File: src/include/pbc_pkg.sv
// Purpose: shared constants, types and decode for the processor board config block
// Assumes: switch bit on / jumper right reads as 1 on the pins
// Notes: What this block does
// What this block does
// - three switch bits select processor clock
// - one-hot wait bits give 3 to 6 cycles
// - size select picks 1 MByte or 256 KByte
// - processor control from host or up port
// - slot control from subsystem or processor source
// - reset copy bit forwards processor reset to subsystem
// - two bits pick host base or disable
// - three bits set processor link speeds
// - link 0 routed to host or D-type
// - two bits pick DMA channel or none
// - one bit picks IRQ 3 or 6
package pbc_pkg;
  // switch bank bit positions
  localparam int SW1_DMA_A = 0;
  localparam int SW1_DMA_B = 1;
  localparam int SW1_IRQ3 = 2;
  localparam int SW1_BASE_A = 3;
  localparam int SW1_BASE_B = 4;
  localparam int SW1_HOST_RATE = 5;
  localparam int SW1_SLOT_RATE = 6;
  localparam int SW1_RST_COPY = 7;
  localparam int SW2_SLOW = 0;
  localparam int SW2_L0 = 1;
  localparam int SW2_L123 = 2;
  localparam int SW2_CLK_LSB = 3;
  // clock select codes {sw2.6, sw2.5, sw2.4}
  localparam logic [2:0] CLK_SEL_17M5 = 3'h1;
  localparam logic [2:0] CLK_SEL_20M = 3'h7;
  localparam logic [2:0] CLK_SEL_25M = 3'h5;
  localparam logic [2:0] CLK_SEL_30M = 3'h4;
  // memory access cycle counts
  localparam logic [2:0] WAIT_CYC_3 = 3'h3;
  localparam logic [2:0] WAIT_CYC_4 = 3'h4;
  localparam logic [2:0] WAIT_CYC_5 = 3'h5;
  localparam logic [2:0] WAIT_CYC_6 = 3'h6;
  // host i/o bases, 16-byte window
  localparam logic [9:0] HOST_BASE_150 = 10'h150;
  localparam logic [9:0] HOST_BASE_200 = 10'h200;
  localparam logic [9:0] HOST_BASE_300 = 10'h300;
  localparam int HOST_WIN_LSB = 4;
  // memory address fields
  localparam int MEM_BANK_LSB_1M = 22;
  localparam int MEM_BANK_LSB_256K = 20;
  // apb map
  localparam logic [11:0] REG_CTRL = 12'h000;
  localparam logic [11:0] REG_CFG = 12'h004;
  localparam logic [11:0] REG_STATUS = 12'h008;
  localparam int CTRL_RESET_BIT = 0;
  localparam int CTRL_ANALYSE_BIT = 1;
  localparam logic [1:0] CTRL_RST = 2'h0;
  localparam logic [1:0] CFG_SETTLE = 2'h2;
  localparam logic [7:0] SW1_RST = 8'h96;
  localparam logic [5:0] SW2_RST = 6'h38;
  localparam logic [3:0] SW3_RST = 4'h4;

  typedef enum logic [1:0] {CLK_17M5, CLK_20M, CLK_25M, CLK_30M} pbc_cpu_clk_type;
  typedef enum logic [1:0] {RATE_5M, RATE_10M, RATE_20M} pbc_rate_type;
  typedef enum logic [1:0] {DMA_OFF, DMA_CH1, DMA_CH2} pbc_dma_type;

  typedef struct packed {
    logic [7:0] host_config_switch_bank;
    logic [5:0] cpu_clock_link_switch_bank;
    logic [3:0] wait_state_select;
    logic link0_route_select;
    logic cpu_control_source_select;
    logic module_size_select;
    logic slot_control_source_select;
  } pbc_cfg_pins_type;

  typedef struct packed {
    logic up_reset;
    logic up_analyse;
    logic subsys_reset;
    logic subsys_analyse;
    logic cpu_error;
    logic slot_error;
    logic host_irq_req;
    logic dma_req;
  } pbc_ctl_pins_type;

  typedef struct packed {
    pbc_cpu_clk_type cpu_clk;
    logic [2:0] wait_cycles;
    logic mem_1mb;
    logic cpu_ctl_edge;
    logic slot_ctl_same;
    logic reset_copy;
    logic host_en;
    logic [9:0] host_base;
    pbc_rate_type host_link_rate;
    pbc_rate_type slot_link_rate;
    pbc_rate_type cpu_link0_rate;
    pbc_rate_type cpu_link123_rate;
    logic link0_to_dtype;
    pbc_dma_type dma;
    logic irq3;
  } pbc_cfg_type;

  typedef struct packed {
    logic loaded;
    logic [1:0] settle;
    pbc_cfg_type cfg;
    logic [1:0] ctrl;
    logic cpu_reset;
    logic cpu_analyse;
    logic slot_reset;
    logic slot_analyse;
    logic up_error;
    logic subsys_error;
    logic host_error;
    logic host_io_sel;
    logic irq3;
    logic irq6;
    logic dma1;
    logic dma2;
    logic [1:0] mem_bank;
    logic [19:0] mem_word;
    logic pready;
    logic pslverr;
    logic [31:0] prdata;
  } pbc_state_type;

  function automatic pbc_cfg_type pbc_decode(input pbc_cfg_pins_type p);
    pbc_cfg_type c;
    logic [7:0] s1;
    logic [5:0] s2;
    logic [2:0] ck;
    c = '0;
    s1 = p.host_config_switch_bank;
    s2 = p.cpu_clock_link_switch_bank;
    ck = s2[SW2_CLK_LSB +: 3];
    case (ck)
      CLK_SEL_17M5: c.cpu_clk = CLK_17M5;
      CLK_SEL_25M: c.cpu_clk = CLK_25M;
      CLK_SEL_30M: c.cpu_clk = CLK_30M;
      default: c.cpu_clk = CLK_20M;
    endcase
    if (p.wait_state_select[0])
      c.wait_cycles = WAIT_CYC_3;
    else if (p.wait_state_select[1])
      c.wait_cycles = WAIT_CYC_4;
    else if (p.wait_state_select[3])
      c.wait_cycles = WAIT_CYC_6;
    else
      c.wait_cycles = WAIT_CYC_5;
    c.mem_1mb = !p.module_size_select;
    c.cpu_ctl_edge = p.cpu_control_source_select;
    c.slot_ctl_same = p.slot_control_source_select;
    c.reset_copy = s1[SW1_RST_COPY];
    c.host_en = 1'b1;
    case ({s1[SW1_BASE_A], s1[SW1_BASE_B]})
      2'b01: c.host_base = HOST_BASE_150;
      2'b10: c.host_base = HOST_BASE_200;
      2'b00: c.host_base = HOST_BASE_300;
      default: c.host_en = 1'b0;
    endcase
    c.host_link_rate = s1[SW1_HOST_RATE] ? RATE_10M : RATE_20M;
    c.slot_link_rate = s1[SW1_SLOT_RATE] ? RATE_10M : RATE_20M;
    c.cpu_link0_rate = s2[SW2_L0] ? RATE_10M : (s2[SW2_SLOW] ? RATE_5M : RATE_20M);
    c.cpu_link123_rate = s2[SW2_L123] ? RATE_10M : (s2[SW2_SLOW] ? RATE_5M : RATE_20M);
    c.link0_to_dtype = p.link0_route_select;
    case ({s1[SW1_DMA_A], s1[SW1_DMA_B]})
      2'b01: c.dma = DMA_CH1;
      2'b10: c.dma = DMA_CH2;
      default: c.dma = DMA_OFF;
    endcase
    c.irq3 = s1[SW1_IRQ3];
    return c;
  endfunction

  localparam pbc_cfg_pins_type PINS_RST = '{host_config_switch_bank: SW1_RST,
    cpu_clock_link_switch_bank: SW2_RST, wait_state_select: SW3_RST, link0_route_select: 1'b0,
    cpu_control_source_select: 1'b0, module_size_select: 1'b0, slot_control_source_select: 1'b0};
  localparam pbc_cfg_type CFG_RST = pbc_decode(PINS_RST);
endpackage

File: src/verilog/pbc_config_decoder.sv
// Purpose: static switch decode, control routing and host apb view of the board
// Assumes: switch and control pins asynchronous, mem request on clock_in
// Notes: selects are taken once per reset, then held
`timescale 1ns/1ps
module pbc_config_decoder
  import pbc_pkg::*;
(
  // clock and reset
  input wire logic clock_in,
  input wire logic nrst_in,
  // apb slave
  input wire logic [11:0] paddr_in,
  input wire logic psel_in,
  input wire logic penable_in,
  input wire logic pwrite_in,
  input wire logic [31:0] pwdata_in,
  input wire logic [3:0] pstrb_in,
  output logic [31:0] prdata_out,
  output logic pready_out,
  output logic pslverr_out,
  // switch and jumper pins
  input wire pbc_cfg_pins_type cfg_pins_in,
  // control pins
  input wire pbc_ctl_pins_type ctl_pins_in,
  input wire logic [9:0] host_io_addr_in,
  // local memory
  input wire logic mem_req_in,
  input wire logic [23:0] mem_addr_in,
  output logic mem_busy_out,
  output logic mem_done_out,
  output logic [1:0] mem_bank_out,
  output logic [19:0] mem_word_out,
  // decoded configuration
  output pbc_cfg_type cfg_out,
  // control routing
  output logic cpu_reset_out,
  output logic cpu_analyse_out,
  output logic slot_reset_out,
  output logic slot_analyse_out,
  output logic up_error_out,
  output logic subsys_error_out,
  // host side
  output logic host_io_sel_out,
  output logic host_irq3_out,
  output logic host_irq6_out,
  output logic host_dma1_req_out,
  output logic host_dma2_req_out
);
  localparam int SYNC_W = $bits(pbc_cfg_pins_type) + $bits(pbc_ctl_pins_type) + 10;

  pbc_state_type st_r;
  pbc_state_type st_nxt;
  pbc_cfg_pins_type pins_s;
  pbc_ctl_pins_type ctl_s;
  logic [9:0] haddr_s;
  logic [SYNC_W-1:0] sync_q;
  logic mem_busy;
  logic mem_done;
  logic src_reset;
  logic src_analyse;
  logic err_up;
  logic apb_hit;

  pbc_sync2 #(
    .W(SYNC_W)
  ) u_sync (
    .clock_in(clock_in),
    .nrst_in(nrst_in),
    .d_in({cfg_pins_in, ctl_pins_in, host_io_addr_in}),
    .q_out(sync_q)
  );

  assign pins_s = sync_q[SYNC_W-1 -: $bits(pbc_cfg_pins_type)];
  assign ctl_s = sync_q[10 +: $bits(pbc_ctl_pins_type)];
  assign haddr_s = sync_q[9:0];

  pbc_mem_timer u_timer (
    .clock_in(clock_in),
    .nrst_in(nrst_in),
    .start_in(mem_req_in),
    .cycles_in(st_r.cfg.wait_cycles),
    .busy_out(mem_busy),
    .done_out(mem_done)
  );

  always_comb
  begin
    st_nxt = st_r;
    // one-shot sample of the selects
    if (!st_r.loaded)
    begin
      if (st_r.settle == CFG_SETTLE)
      begin
        st_nxt.cfg = pbc_decode(pins_s);
        st_nxt.loaded = 1'b1;
      end
      else
        st_nxt.settle = st_r.settle + 2'h1;
    end
    // processor control source
    src_reset = st_r.cfg.cpu_ctl_edge ? ctl_s.up_reset : st_r.ctrl[CTRL_RESET_BIT];
    src_analyse = st_r.cfg.cpu_ctl_edge ? ctl_s.up_analyse : st_r.ctrl[CTRL_ANALYSE_BIT];
    st_nxt.cpu_reset = src_reset;
    st_nxt.cpu_analyse = src_analyse;
    err_up = ctl_s.cpu_error || (st_r.cfg.slot_ctl_same && ctl_s.slot_error);
    st_nxt.up_error = st_r.cfg.cpu_ctl_edge && err_up;
    st_nxt.host_error = !st_r.cfg.cpu_ctl_edge && err_up;
    // slot control source
    if (st_r.cfg.slot_ctl_same)
    begin
      st_nxt.slot_reset = src_reset;
      st_nxt.slot_analyse = src_analyse;
      st_nxt.subsys_error = 1'b0;
    end
    else
    begin
      st_nxt.slot_reset = ctl_s.subsys_reset || (st_r.cfg.reset_copy && src_reset);
      st_nxt.slot_analyse = ctl_s.subsys_analyse;
      st_nxt.subsys_error = ctl_s.slot_error;
    end
    // host bus decode
    st_nxt.host_io_sel = st_r.cfg.host_en &&
      (haddr_s[9:HOST_WIN_LSB] == st_r.cfg.host_base[9:HOST_WIN_LSB]);
    st_nxt.irq3 = ctl_s.host_irq_req && st_r.cfg.irq3;
    st_nxt.irq6 = ctl_s.host_irq_req && !st_r.cfg.irq3;
    st_nxt.dma1 = ctl_s.dma_req && (st_r.cfg.dma == DMA_CH1);
    st_nxt.dma2 = ctl_s.dma_req && (st_r.cfg.dma == DMA_CH2);
    // memory address split by module size
    if (mem_req_in && !mem_busy)
    begin
      if (st_r.cfg.mem_1mb)
      begin
        st_nxt.mem_bank = mem_addr_in[MEM_BANK_LSB_1M +: 2];
        st_nxt.mem_word = mem_addr_in[MEM_BANK_LSB_1M-1:2];
      end
      else
      begin
        st_nxt.mem_bank = mem_addr_in[MEM_BANK_LSB_256K +: 2];
        st_nxt.mem_word = {2'h0, mem_addr_in[MEM_BANK_LSB_256K-1:2]};
      end
    end
    // apb slave, one wait cycle
    apb_hit = psel_in && penable_in && !st_r.pready;
    st_nxt.pready = apb_hit;
    st_nxt.pslverr = 1'b0;
    st_nxt.prdata = 32'h0000_0000;
    if (apb_hit)
    begin
      case (paddr_in)
        REG_CTRL:
          st_nxt.prdata = {30'h0000_0000, st_r.ctrl};
        REG_CFG:
          st_nxt.prdata = st_r.cfg;
        REG_STATUS:
          st_nxt.prdata = {28'h000_0000, mem_busy, st_r.loaded, st_r.cpu_reset, st_r.host_error};
        default:
          st_nxt.pslverr = 1'b1;
      endcase
    end
    // ctrl write lands at the edge after pready shows, which closes the transfer
    if (st_r.pready && psel_in && penable_in && pwrite_in)
    begin
      if ((paddr_in == REG_CTRL) && pstrb_in[0])
        st_nxt.ctrl = pwdata_in[1:0];
    end
    if (!nrst_in)
    begin
      st_nxt = '0;
      st_nxt.cfg = CFG_RST;
      st_nxt.ctrl = CTRL_RST;
      st_nxt.cpu_reset = 1'b1;
      st_nxt.slot_reset = 1'b1;
    end
  end

  always_ff @(posedge clock_in)
  begin
    st_r <= st_nxt;
  end

  assign prdata_out = st_r.prdata;
  assign pready_out = st_r.pready;
  assign pslverr_out = st_r.pslverr;
  assign mem_busy_out = mem_busy;
  assign mem_done_out = mem_done;
  assign mem_bank_out = st_r.mem_bank;
  assign mem_word_out = st_r.mem_word;
  assign cfg_out = st_r.cfg;
  assign cpu_reset_out = st_r.cpu_reset;
  assign cpu_analyse_out = st_r.cpu_analyse;
  assign slot_reset_out = st_r.slot_reset;
  assign slot_analyse_out = st_r.slot_analyse;
  assign up_error_out = st_r.up_error;
  assign subsys_error_out = st_r.subsys_error;
  assign host_io_sel_out = st_r.host_io_sel;
  assign host_irq3_out = st_r.irq3;
  assign host_irq6_out = st_r.irq6;
  assign host_dma1_req_out = st_r.dma1;
  assign host_dma2_req_out = st_r.dma2;

  property p_load_once;
    @(posedge clock_in) disable iff (!nrst_in)
    $rose(nrst_in) |-> !st_r.loaded [*3] ##1 st_r.loaded;
  endproperty
  a_load_once: assert property (p_load_once) else $error("selects not loaded on time");

  property p_cfg_static;
    @(posedge clock_in) disable iff (!nrst_in)
    (st_r.loaded && $past(st_r.loaded)) |-> $stable(cfg_out);
  endproperty
  a_cfg_static: assert property (p_cfg_static) else $error("config changed without reset");

  property p_clk_25;
    @(posedge clock_in) disable iff (!nrst_in)
    ($rose(st_r.loaded) && ($past(pins_s.cpu_clock_link_switch_bank[5:3]) == CLK_SEL_25M))
      |-> (cfg_out.cpu_clk == CLK_25M);
  endproperty
  a_clk_25: assert property (p_clk_25) else $error("clock select decode wrong");

  property p_wait_3;
    @(posedge clock_in) disable iff (!nrst_in)
    (mem_req_in && !mem_busy && (st_r.cfg.wait_cycles == WAIT_CYC_3)) |-> ##3 mem_done;
  endproperty
  a_wait_3: assert property (p_wait_3) else $error("3-cycle access wrong length");

  property p_host_ctl;
    @(posedge clock_in) disable iff (!nrst_in)
    (st_r.loaded && !st_r.cfg.cpu_ctl_edge) |=> (cpu_reset_out == $past(st_r.ctrl[CTRL_RESET_BIT]));
  endproperty
  a_host_ctl: assert property (p_host_ctl) else $error("processor reset not from host");

  property p_slot_same;
    @(posedge clock_in) disable iff (!nrst_in)
    ($past(st_r.loaded) && $past(st_r.cfg.slot_ctl_same)) |-> (slot_reset_out == cpu_reset_out &&
      slot_analyse_out == cpu_analyse_out);
  endproperty
  a_slot_same: assert property (p_slot_same) else $error("slots not following processor source");

  property p_reset_copy;
    @(posedge clock_in) disable iff (!nrst_in)
    (st_r.loaded && !st_r.cfg.slot_ctl_same && st_r.cfg.reset_copy) ##1 cpu_reset_out |-> slot_reset_out;
  endproperty
  a_reset_copy: assert property (p_reset_copy) else $error("processor reset not copied");

  property p_host_off;
    @(posedge clock_in) disable iff (!nrst_in)
    (st_r.loaded && !st_r.cfg.host_en) |=> !host_io_sel_out;
  endproperty
  a_host_off: assert property (p_host_off) else $error("host decode while disabled");

  property p_dma_off;
    @(posedge clock_in) disable iff (!nrst_in)
    (st_r.cfg.dma == DMA_OFF) |=> (!host_dma1_req_out && !host_dma2_req_out);
  endproperty
  a_dma_off: assert property (p_dma_off) else $error("dma request while disabled");

  property p_irq_route;
    @(posedge clock_in) disable iff (!nrst_in)
    (ctl_s.host_irq_req && st_r.cfg.irq3) |=> (host_irq3_out && !host_irq6_out);
  endproperty
  a_irq_route: assert property (p_irq_route) else $error("interrupt on wrong line");

  property p_link0_rate;
    @(posedge clock_in) disable iff (!nrst_in)
    ($rose(st_r.loaded) && $past(pins_s.cpu_clock_link_switch_bank[SW2_L0])) |->
      (cfg_out.cpu_link0_rate == RATE_10M);
  endproperty
  a_link0_rate: assert property (p_link0_rate) else $error("link 0 rate decode wrong");

  property p_clk_17;
    @(posedge clock_in) disable iff (!nrst_in)
    ($rose(st_r.loaded) && ($past(pins_s.cpu_clock_link_switch_bank[5:3]) == CLK_SEL_17M5))
      |-> (cfg_out.cpu_clk == CLK_17M5);
  endproperty
  a_clk_17: assert property (p_clk_17) else $error("slow clock decode wrong");

  property p_clk_30;
    @(posedge clock_in) disable iff (!nrst_in)
    ($rose(st_r.loaded) && ($past(pins_s.cpu_clock_link_switch_bank[5:3]) == CLK_SEL_30M))
      |-> (cfg_out.cpu_clk == CLK_30M);
  endproperty
  a_clk_30: assert property (p_clk_30) else $error("fast clock decode wrong");

  property p_wait_6;
    @(posedge clock_in) disable iff (!nrst_in)
    (mem_req_in && !mem_busy && (st_r.cfg.wait_cycles == WAIT_CYC_6))
      |-> ##6 mem_done;
  endproperty
  a_wait_6: assert property (p_wait_6) else $error("6-cycle access wrong length");

  property p_busy_min;
    @(posedge clock_in) disable iff (!nrst_in)
    (mem_req_in && !mem_busy)
      |=> mem_busy [*3];
  endproperty
  a_busy_min: assert property (p_busy_min) else $error("access too short");

  property p_size_256;
    @(posedge clock_in) disable iff (!nrst_in)
    ($rose(st_r.loaded) && $past(pins_s.module_size_select))
      |-> !cfg_out.mem_1mb;
  endproperty
  a_size_256: assert property (p_size_256) else $error("module size decode wrong");

  property p_edge_ctl;
    @(posedge clock_in) disable iff (!nrst_in)
    (st_r.loaded && st_r.cfg.cpu_ctl_edge)
      |=> (cpu_reset_out == $past(ctl_s.up_reset));
  endproperty
  a_edge_ctl: assert property (p_edge_ctl) else $error("processor reset not from up port");

  property p_subsys_ctl;
    @(posedge clock_in) disable iff (!nrst_in)
    !st_r.cfg.slot_ctl_same |=> (subsys_error_out == $past(ctl_s.slot_error) &&
      slot_analyse_out == $past(ctl_s.subsys_analyse));
  endproperty
  a_subsys_ctl: assert property (p_subsys_ctl) else $error("slots not on subsystem port");

  property p_no_copy;
    @(posedge clock_in) disable iff (!nrst_in)
    (st_r.loaded && !st_r.cfg.slot_ctl_same && !st_r.cfg.reset_copy)
      |=> (slot_reset_out == $past(ctl_s.subsys_reset));
  endproperty
  a_no_copy: assert property (p_no_copy) else $error("slot reset not independent");

  property p_host_hit;
    @(posedge clock_in) disable iff (!nrst_in)
    (st_r.cfg.host_en && (haddr_s[9:HOST_WIN_LSB] == st_r.cfg.host_base[9:HOST_WIN_LSB]))
      |=> host_io_sel_out;
  endproperty
  a_host_hit: assert property (p_host_hit) else $error("host window missed");

  property p_irq6;
    @(posedge clock_in) disable iff (!nrst_in)
    (ctl_s.host_irq_req && !st_r.cfg.irq3)
      |=> (host_irq6_out && !host_irq3_out);
  endproperty
  a_irq6: assert property (p_irq6) else $error("interrupt not on second line");

  property p_dma2;
    @(posedge clock_in) disable iff (!nrst_in)
    (ctl_s.dma_req && (st_r.cfg.dma == DMA_CH2))
      |=> (host_dma2_req_out && !host_dma1_req_out);
  endproperty
  a_dma2: assert property (p_dma2) else $error("dma request on wrong channel");
endmodule

File: src/verilog/pbc_mem_timer.sv
// Purpose: times one local memory access over a set cycle count
// Assumes: cycles_in is 3 to 6 and stable
// Notes: a start while busy is ignored
`timescale 1ns/1ps
module pbc_mem_timer
  import pbc_pkg::*;
(
  // clock and reset
  input wire logic clock_in,
  input wire logic nrst_in,
  // access request
  input wire logic start_in,
  input wire logic [2:0] cycles_in,
  // access state
  output logic busy_out,
  output logic done_out
);
  typedef struct packed {
    logic busy;
    logic done;
    logic [2:0] count;
  } pbc_timer_state_type;

  pbc_timer_state_type st_r;
  pbc_timer_state_type st_nxt;

  always_comb
  begin
    st_nxt = st_r;
    st_nxt.done = 1'b0;
    if (!st_r.busy && start_in)
    begin
      st_nxt.busy = 1'b1;
      st_nxt.count = cycles_in - 3'h1;
    end
    else if (st_r.busy)
    begin
      if (st_r.count == 3'h0)
        st_nxt.busy = 1'b0;
      else
      begin
        st_nxt.count = st_r.count - 3'h1;
        st_nxt.done = (st_r.count == 3'h1);
      end
    end
    if (!nrst_in)
      st_nxt = '0;
  end

  always_ff @(posedge clock_in)
  begin
    st_r <= st_nxt;
  end

  assign busy_out = st_r.busy;
  assign done_out = st_r.done;

  property p_access_len;
    @(posedge clock_in) disable iff (!nrst_in)
    (start_in && !busy_out) |=> busy_out ##[2:5] (done_out && busy_out) ##1 !busy_out;
  endproperty
  a_access_len: assert property (p_access_len) else $error("access length out of range");
endmodule

File: src/verilog/pbc_sync2.sv
// Purpose: two-flop synchroniser for a bus of pin levels
// Assumes: each bit is a slow level
// Notes: only the second stage is read outside
`timescale 1ns/1ps
module pbc_sync2
  import pbc_pkg::*;
#(
  parameter int W = 8
)
(
  // clock and reset
  input wire logic clock_in,
  input wire logic nrst_in,
  // levels
  input wire logic [W-1:0] d_in,
  output logic [W-1:0] q_out
);
  typedef struct packed {
    logic [W-1:0] s1;
    logic [W-1:0] s2;
  } pbc_sync_state_type;

  pbc_sync_state_type st_r;
  pbc_sync_state_type st_nxt;

  always_comb
  begin
    st_nxt.s1 = d_in;
    st_nxt.s2 = st_r.s1;
    if (!nrst_in)
      st_nxt = '0;
  end

  always_ff @(posedge clock_in)
  begin
    st_r <= st_nxt;
  end

  assign q_out = st_r.s2;
endmodule
File: config.mk
export PLATFORM = sky130hd
export DESIGN_NAME = pbc_config_decoder
export DESIGN_NICKNAME = d
export VERILOG_FILES = /design/src/include/pbc_pkg.sv /design/src/verilog/pbc_config_decoder.sv /design/src/verilog/pbc_mem_timer.sv /design/src/verilog/pbc_sync2.sv
export SDC_FILE = /design/constraint.sdc
export NUM_CORES = 1
export LEC_CHECK = 0
export BUFFER_PORTS_ARGS = -buffer_cell sky130_fd_sc_hd__buf_2
export CAP_MARGIN = 10
export CORE_MARGIN = 2
export CORE_UTILIZATION = 42
export CTS_CLUSTER_DIAMETER = 30
export DETAILED_ROUTE_END_ITERATION = 10
export PLACE_DENSITY = 0.72
export SYNTH_ARGS = -nofsm -noshare
export SYNTH_HDL_FRONTEND = slang
export SYNTH_SLANG_ARGS = --single-unit
export TNS_END_PERCENT = 50
File: constraint.sdc
create_clock -name clock_in -period 1.25 [get_ports clock_in]
set_input_delay 0 -clock clock_in [delete_from_list [all_inputs] [get_ports clock_in]]
set_output_delay 0 -clock clock_in [all_outputs]
set_load 0.02 [all_outputs]
Word level (Yosys, flattened, before mapping)
Index checks and enable logic that the tools add are counted.
W data, S select, Z words.
Word-level totals
  register bits after elaboration: 190
  bits of input ports: 118
  output and inout bits: 101
  logic and storage cells: 125
Operators by class
  add/subtract/negate cells: 3
  eq/ne operators: 15
  muxes and demuxes: 27
  bitwise gates (word level): 4
  reductions and logical operators: 36
Operators by type and width (number)
  $pmux W32 S3: 1
  $mux W35: 1
  $mux W32: 1
  $pmux W10 S3: 1
  $mux W22: 1
  $mux W2: 9
  $logic_and A1 B1 Y1: 16
  $eq A12 B3 Y1 const B: 1
  $eq A12 B4 Y1 const B: 1
  $logic_not A12 Y1: 1
  $reduce_and A2 Y1: 5
  $eq A2 B2 Y1 const B: 4
  $mux W1: 7
  $eq A2 B1 Y1 const B: 3
  $eq A3 B1 Y1 const B: 2
  $eq A3 B3 Y1 const B: 2
  $eq A6 B6 Y1: 1
  $mux W3: 2
  $pmux W2 S3: 1
  $reduce_or A3 Y1: 2
  $sub A3 B1 Y3 const B: 2
  $logic_not A1 Y1: 5
  $mux W5: 1
  $mux W4: 1
  other kinds (10): 14

Depth between registers and ports, before layout
  depth in word-level cells: 5
  depth in mapped cells: 7
  depth with buffers taken out: 6

Hierarchy
Synthesis repeated with hierarchy kept, for this count alone.
Second synthesis, totals
  cell total of the unflattened synthesis: 663
  area total of the unflattened synthesis: 6586.3 um^2
By module, submodules not included
  pbc_config_decoder: times used 1, cells each 427, area each 3816.2 um^2, sequential area each 1821.7 um^2
  pbc_sync2: times used 1, cells each 208, area each 2513.7 um^2, sequential area each 1601.5 um^2
  pbc_mem_timer: times used 1, cells each 28, area each 256.5 um^2, sequential area each 100.1 um^2

Worst setup path before layout
No wires, ideal clock.
  path type: register to register
  start point: register st_r[102] (netlist name)
  end point: register st_r (netlist bit cfg_out[24])
  library setup time: 70 ps
  arrival: 1306 ps
  required time: 1180 ps
  setup slack: -127 ps
  stages on the path, launching flop included: 8
  clock period less this slack: 1377 ps
  path through: dfxtp_1 inv_1 ha_1 nand2b_1 clkbuf_1 clkbuf_1 nand2_1 a21oi_1
On the way
  word-level cells in the longest chain between the ends: 2
Ends and longest elaborated chain
  start: declaration: RTL line pbc_config_decoder.sv:51  | pbc_state_type st_r;
  start signal: assignment: RTL line pbc_config_decoder.sv:178  | st_r <= st_nxt;
  $eq A2 B2 Y1: RTL line pbc_config_decoder.sv:92  | if (st_r.settle == CFG_SETTLE)
  $reduce_and A2 Y1 (no line)
No other way between the ends.
A chain may end at the register's enable or synchronous reset.

Worst setup path after layout
  start point: register st_r (netlist bit pready_out)
  end point: register st_r (netlist bit prdata_out[22])
On the way
  word-level cells in the longest chain between the ends: 3
Ends and longest elaborated chain
  $logic_not A1 Y1: RTL line pbc_config_decoder.sv:143  | apb_hit = psel_in && penable_in && !st_r.pready;
  $logic_and A1 B1 Y1: RTL line pbc_config_decoder.sv:143
  $reduce_and A2 Y1 (no line)
No other way between the ends.

==> impl_table.tex <==
\begin{tabular}{lr}
\hline
Metric & Value \\
\hline
\multicolumn{2}{l}{\textbf{Timing}} \\
\quad Aggregate negative setup slack & -0.831 ns \\
\quad Fraction of the cycle the final worst path needs & 104\% \\
\quad Final Worst Setup Slack & -0.0544 ns \\
\quad Final worst clock skew & 0.00551 ns \\
\quad Max Slew Vio Count & 0 \\
\quad Time the final worst path needs with I/O delays and setup & approximately 1.3 ns \\
\quad Transition at the pin with the smallest max-transition slack & 0.550 ns \\
\quad Count of endpoints failing setup in the final report & 21 \\
\quad Unrepaired setup endpoints after global routing & true \\
\quad Final hold viol count & 0 \\
\quad Worst slew margin & between 60\% and 70\% \\
\quad Max frequency & between 700 and 800 MHz \\
\multicolumn{2}{l}{\textbf{Worst setup path}} \\
\quad Cell family with most CP delay & simple AND/OR/NAND/NOR gates \\
\quad Critical path cell sequence & and4b\_2 -> nand4\_4 -> nor3b\_4 -> buf\_12 -> and2\_1 \\
\quad Kind of start point of the critical path & register \\
\quad Buffers \& Inverters on Critical Path & 1 \\
\quad Highest cell delay on the worst timing path & 0.32 ns \\
\quad Class of the most critical setup path & reg -> reg \\
\quad Data arrival time of the critical path & $\sim$1.7 ns \\
\quad Critical-path top delay cell & sky130\_fd\_sc\_hd\_\_dfxtp\_2 \\
\quad Worst Path Max Fanout & 21 \\
\quad Required time of the critical path & 1.61 ns \\
\quad CP endpoint kind & register \\
\multicolumn{2}{l}{\textbf{Logic synthesis}} \\
\quad Per-instance average area after synthesis & between 9 and 10 sq um \\
\quad Number of instances in the synthesized netlist & 601 \\
\quad Synth warnings & 0 \\
\quad Total standard cell area after synthesis & 5920 sq um \\
\quad Proportion of synthesized flip-flops having asynchronous set or reset & 0\% \\
\quad Most frequently used flop master after synthesis & sky130\_fd\_sc\_hd\_\_dfxtp\_1 \\
\quad Sequential-to-total area share from yosys stat & 56.2\% \\
\quad Yosys reg bits & 166 \\
\quad Count of distinct cell types in the synthesized netlist & 42 \\
\quad Number of synthesized flops with an enable pin & 0 \\
\multicolumn{2}{l}{\textbf{Final layout}} \\
\quad Antenna diodes & 0 \\
\quad Utilization of the core after routing & between 50\% and 60\% \\
\quad Final non-filler cell area & 7880 sq um \\
\quad Count of nets after finishing & 891 \\
\quad Final cell count without fillers & 963 \\
\quad Synth-to-layout area growth & 33.1\% \\
\quad Fraction of final layout cells sized beyond drive strength 1 & a little under a third \\
\multicolumn{2}{l}{\textbf{Placement}} \\
\quad Placed cell count & approximately 860 \\
\quad Dpl hpwl & 7850 um \\
\quad PortBufs & around 170 \\
\quad Final GP Congestion & 0.777 \\
\quad Cell area reported after detailed placement & approximately 6400 sq um \\
\multicolumn{2}{l}{\textbf{Detailed routing}} \\
\quad Routed wirelength normalized by instance count & between 10 and 15 um \\
\quad DRC violations left & 0 \\
\quad Via count normalized by instance count & $\sim$4.4 \\
\quad Number of DRC violations after detailed-routing iteration 0 & $\sim$130 \\
\quad Detailed-router iteration count before antenna repair & 4 \\
\quad Post-route antenna net violation count & 0 \\
\quad Final Routed Wirelength & 12200 um \\
\quad Vias & $\sim$4.2k \\
\multicolumn{2}{l}{\textbf{Floorplanning}} \\
\quad Die span in y & 123 um \\
\quad Die ar. & 15100 sq um \\
\quad Number of top-level pins & about 220 \\
\quad Placeable core area & 13800 sq um \\
\quad Floorplan row count & 43 \\
\quad Die boundary width & between 100 and 150 um \\
\quad Initial core utilization & 42.8\% \\
\multicolumn{2}{l}{\textbf{Clocking}} \\
\quad Maximum level of the CTS H-tree & 4 \\
\quad Clock net sink count & $\sim$170 \\
\quad Setup fix buffers added after clock tree synthesis & 0 \\
\quad TritonCTS Buffers & 17 \\
\quad Clock-pin slew reported for the worst setup and hold paths after clock tree synthesis & 0.06 ns \\
\quad Worst-case clock buffer depth & 2 \\
\quad Clock tree from TritonCTS & yes \\
\quad Clock insertion delay at the later pin of the skew report & a little over 0.4 ns \\
\quad Cell at the root of the clock tree & sky130\_fd\_sc\_hd\_\_clkbuf\_16 \\
\multicolumn{2}{l}{\textbf{Power and ir drop}} \\
\quad Overall power & between 10 and 15 mW \\
\quad Power density cells & roughly 1700 nW/um\^{}2 \\
\quad IR drop worst, VDD & $\sim$0.95 mV \\
\quad Lkg Pwr & 3.57 nW \\
\multicolumn{2}{l}{\textbf{Global route}} \\
\quad Vias in the first global route & $\sim$3.9k \\
\quad Total global-route track usage & about 16\% \\
\quad Overflow after GRT & 0 \\
\quad Wire length of the first global-routing pass & between 15000 and 20000 um \\
\quad Largest net degree at the start of global routing & between 70 and 80 \\
\quad Number of antenna violations at the first check in global routing & 0 \\
\multicolumn{2}{l}{\textbf{Hold path}} \\
\quad Classification of the worst-slack hold path & in -> reg \\
\multicolumn{2}{l}{\textbf{Status}} \\
\quad Failing checks & setup timing \\
\quad Status & finished with violations \\
\multicolumn{2}{l}{\textbf{Job}} \\
\quad Max-cap check violation count & 0 \\
\hline
\end{tabular}
-- synthesized netlist by cell type, drive strengths merged (5+ instances only) --
| library cell | instances | area (sq um) |
|---|---|---|
| a211oi | 5 | 37.5 |
| clkbuf | 22 | 82.6 |
| nor2 | 28 | 105 |
| nand2 | 77 | 289 |
| dfxtp | 166 | 3320 |
| nor3b | 6 | 56.3 |
| and2 | 91 | 569 |
| nand3 | 10 | 50.1 |
| inv | 7 | 26.3 |
| o21ai | 9 | 45.0 |
| mux2i | 8 | 80.1 |
| a21oi | 36 | 180 |
| nor2b | 5 | 31.3 |
| buf | 93 | 693 |
| o211ai | 5 | 37.5 |
-- kinds of logic (layout without fill, tap and decap cells) --
family | Yosys count | in the layout | share of synthesized area [%]
AND/OR/NAND/NOR | 234 | 234 | 21.4
flip-flops | 166 | 166 | 56.2
multiplexers | 8 | 8 | 1.35
other | 1 | 12 | 0.0634
XOR/XNOR | 4 | 4 | 0.592
AO/OA/AOI/OAI | 64 | 64 | 6.47
buffers and inverters | 122 | 293 | 13.6
adder cells (fa/ha/maj) | 2 | 2 | 0.423
-- layout by cell type (no fill, tap or decap), drive strengths merged, types with 2 or more instances in the layout --
master       Yosys  layout
buf             93     187
dfxtp          166     166
and2            91      91
nand2           77      77
dlygate4sd3      0      67
a21oi           36      36
nor2            28      28
clkbuf          22      21
conb             1      12
nand3           10      10
o21ai            9       9
mux2i            8       8
inv              7       7
nor3b            6       6
o211ai           5       5
bufinv           0       5
nor2b            5       5
a211oi           5       5
o311ai           3       3
xor2             3       3
clkinvlp         0       3
clkinv           0       3
nand2b           3       3
nor4             3       3
nor3             3       3
nand3b           2       2
a22oi            2       2
and3             2       2
ha               2       2
-- area by class of cell --
type	count	area [sq um]
Sequential cell	166	3330
Multi-Input combinational cell	324	1910
Clock buffer	20	457
Clock inverter	11	199
Tap cell	180	225
Fill cell	1178	5950
Inverter	7	26.3
Timing Repair Buffer	255	1730
-- registers in the layout, indices dropped and copies added (netlist names), 2 cells and up --
signal	flops
st_r	6
cfg_out	25
u_sync.st_r	35
mem_word_out	20
prdata_out	25
u_timer.st_r	3
u_sync.q_out	35
mem_bank_out	2
-- report_power, final --
part           switching, mW  internal, mW  total [mW]
combinational           1.16          1.00        2.16
sequential             0.279          5.67        5.95
clock                   2.02          3.65        5.67
-- through the flow --
| step | hold slack (ns) | worst slack (ns) |
|---|---|---|
| after floorplan | 0.127 | -0.0789 |
| after global placement | 0.207 | -0.0398 |
| after detailed placement | 0.208 | -0.0687 |
| after CTS | 0.00928 | -0.0840 |
| after global routing | 0.0179 | -0.114 |
| final | 0.0167 | -0.0544 |
-- final timing paths --
path,start,to,slack (ns),cells after the start
worst max-delay path,pready_out,prdata_out[22],-0.05,5
worst min-delay path,nrst_in,cpu_reset_out,0.02,3
worst max register to register,pready_out,prdata_out[22],-0.05,5
worst min register to register,u_sync.st_r[56],u_sync.q_out[16],0.43,1
-- layer usage --
metal	GRT usage [%]	part of all wire [%]
met5	0	0
met4	8.33	2.8
met3	5.39	6.4
met2	26.6	47
met1	18.8	44
-- timing repair --
action,CTS,global route
gates cloned,0,1
hold buffers,66,1
endpoints found under the hold margin,62,1
pin swaps,4,6
setup endpoints to repair,28,38
resized for setup,8,19
-- worst reg2reg max path, delay by kind of cell, from the launching register on --
family	cells	cell delay [ns]
and+or+nand+nor	4	0.76
buffers and inverters	1	0.17
DFF	1	0.32
Power figures use the tool's default switching activity.
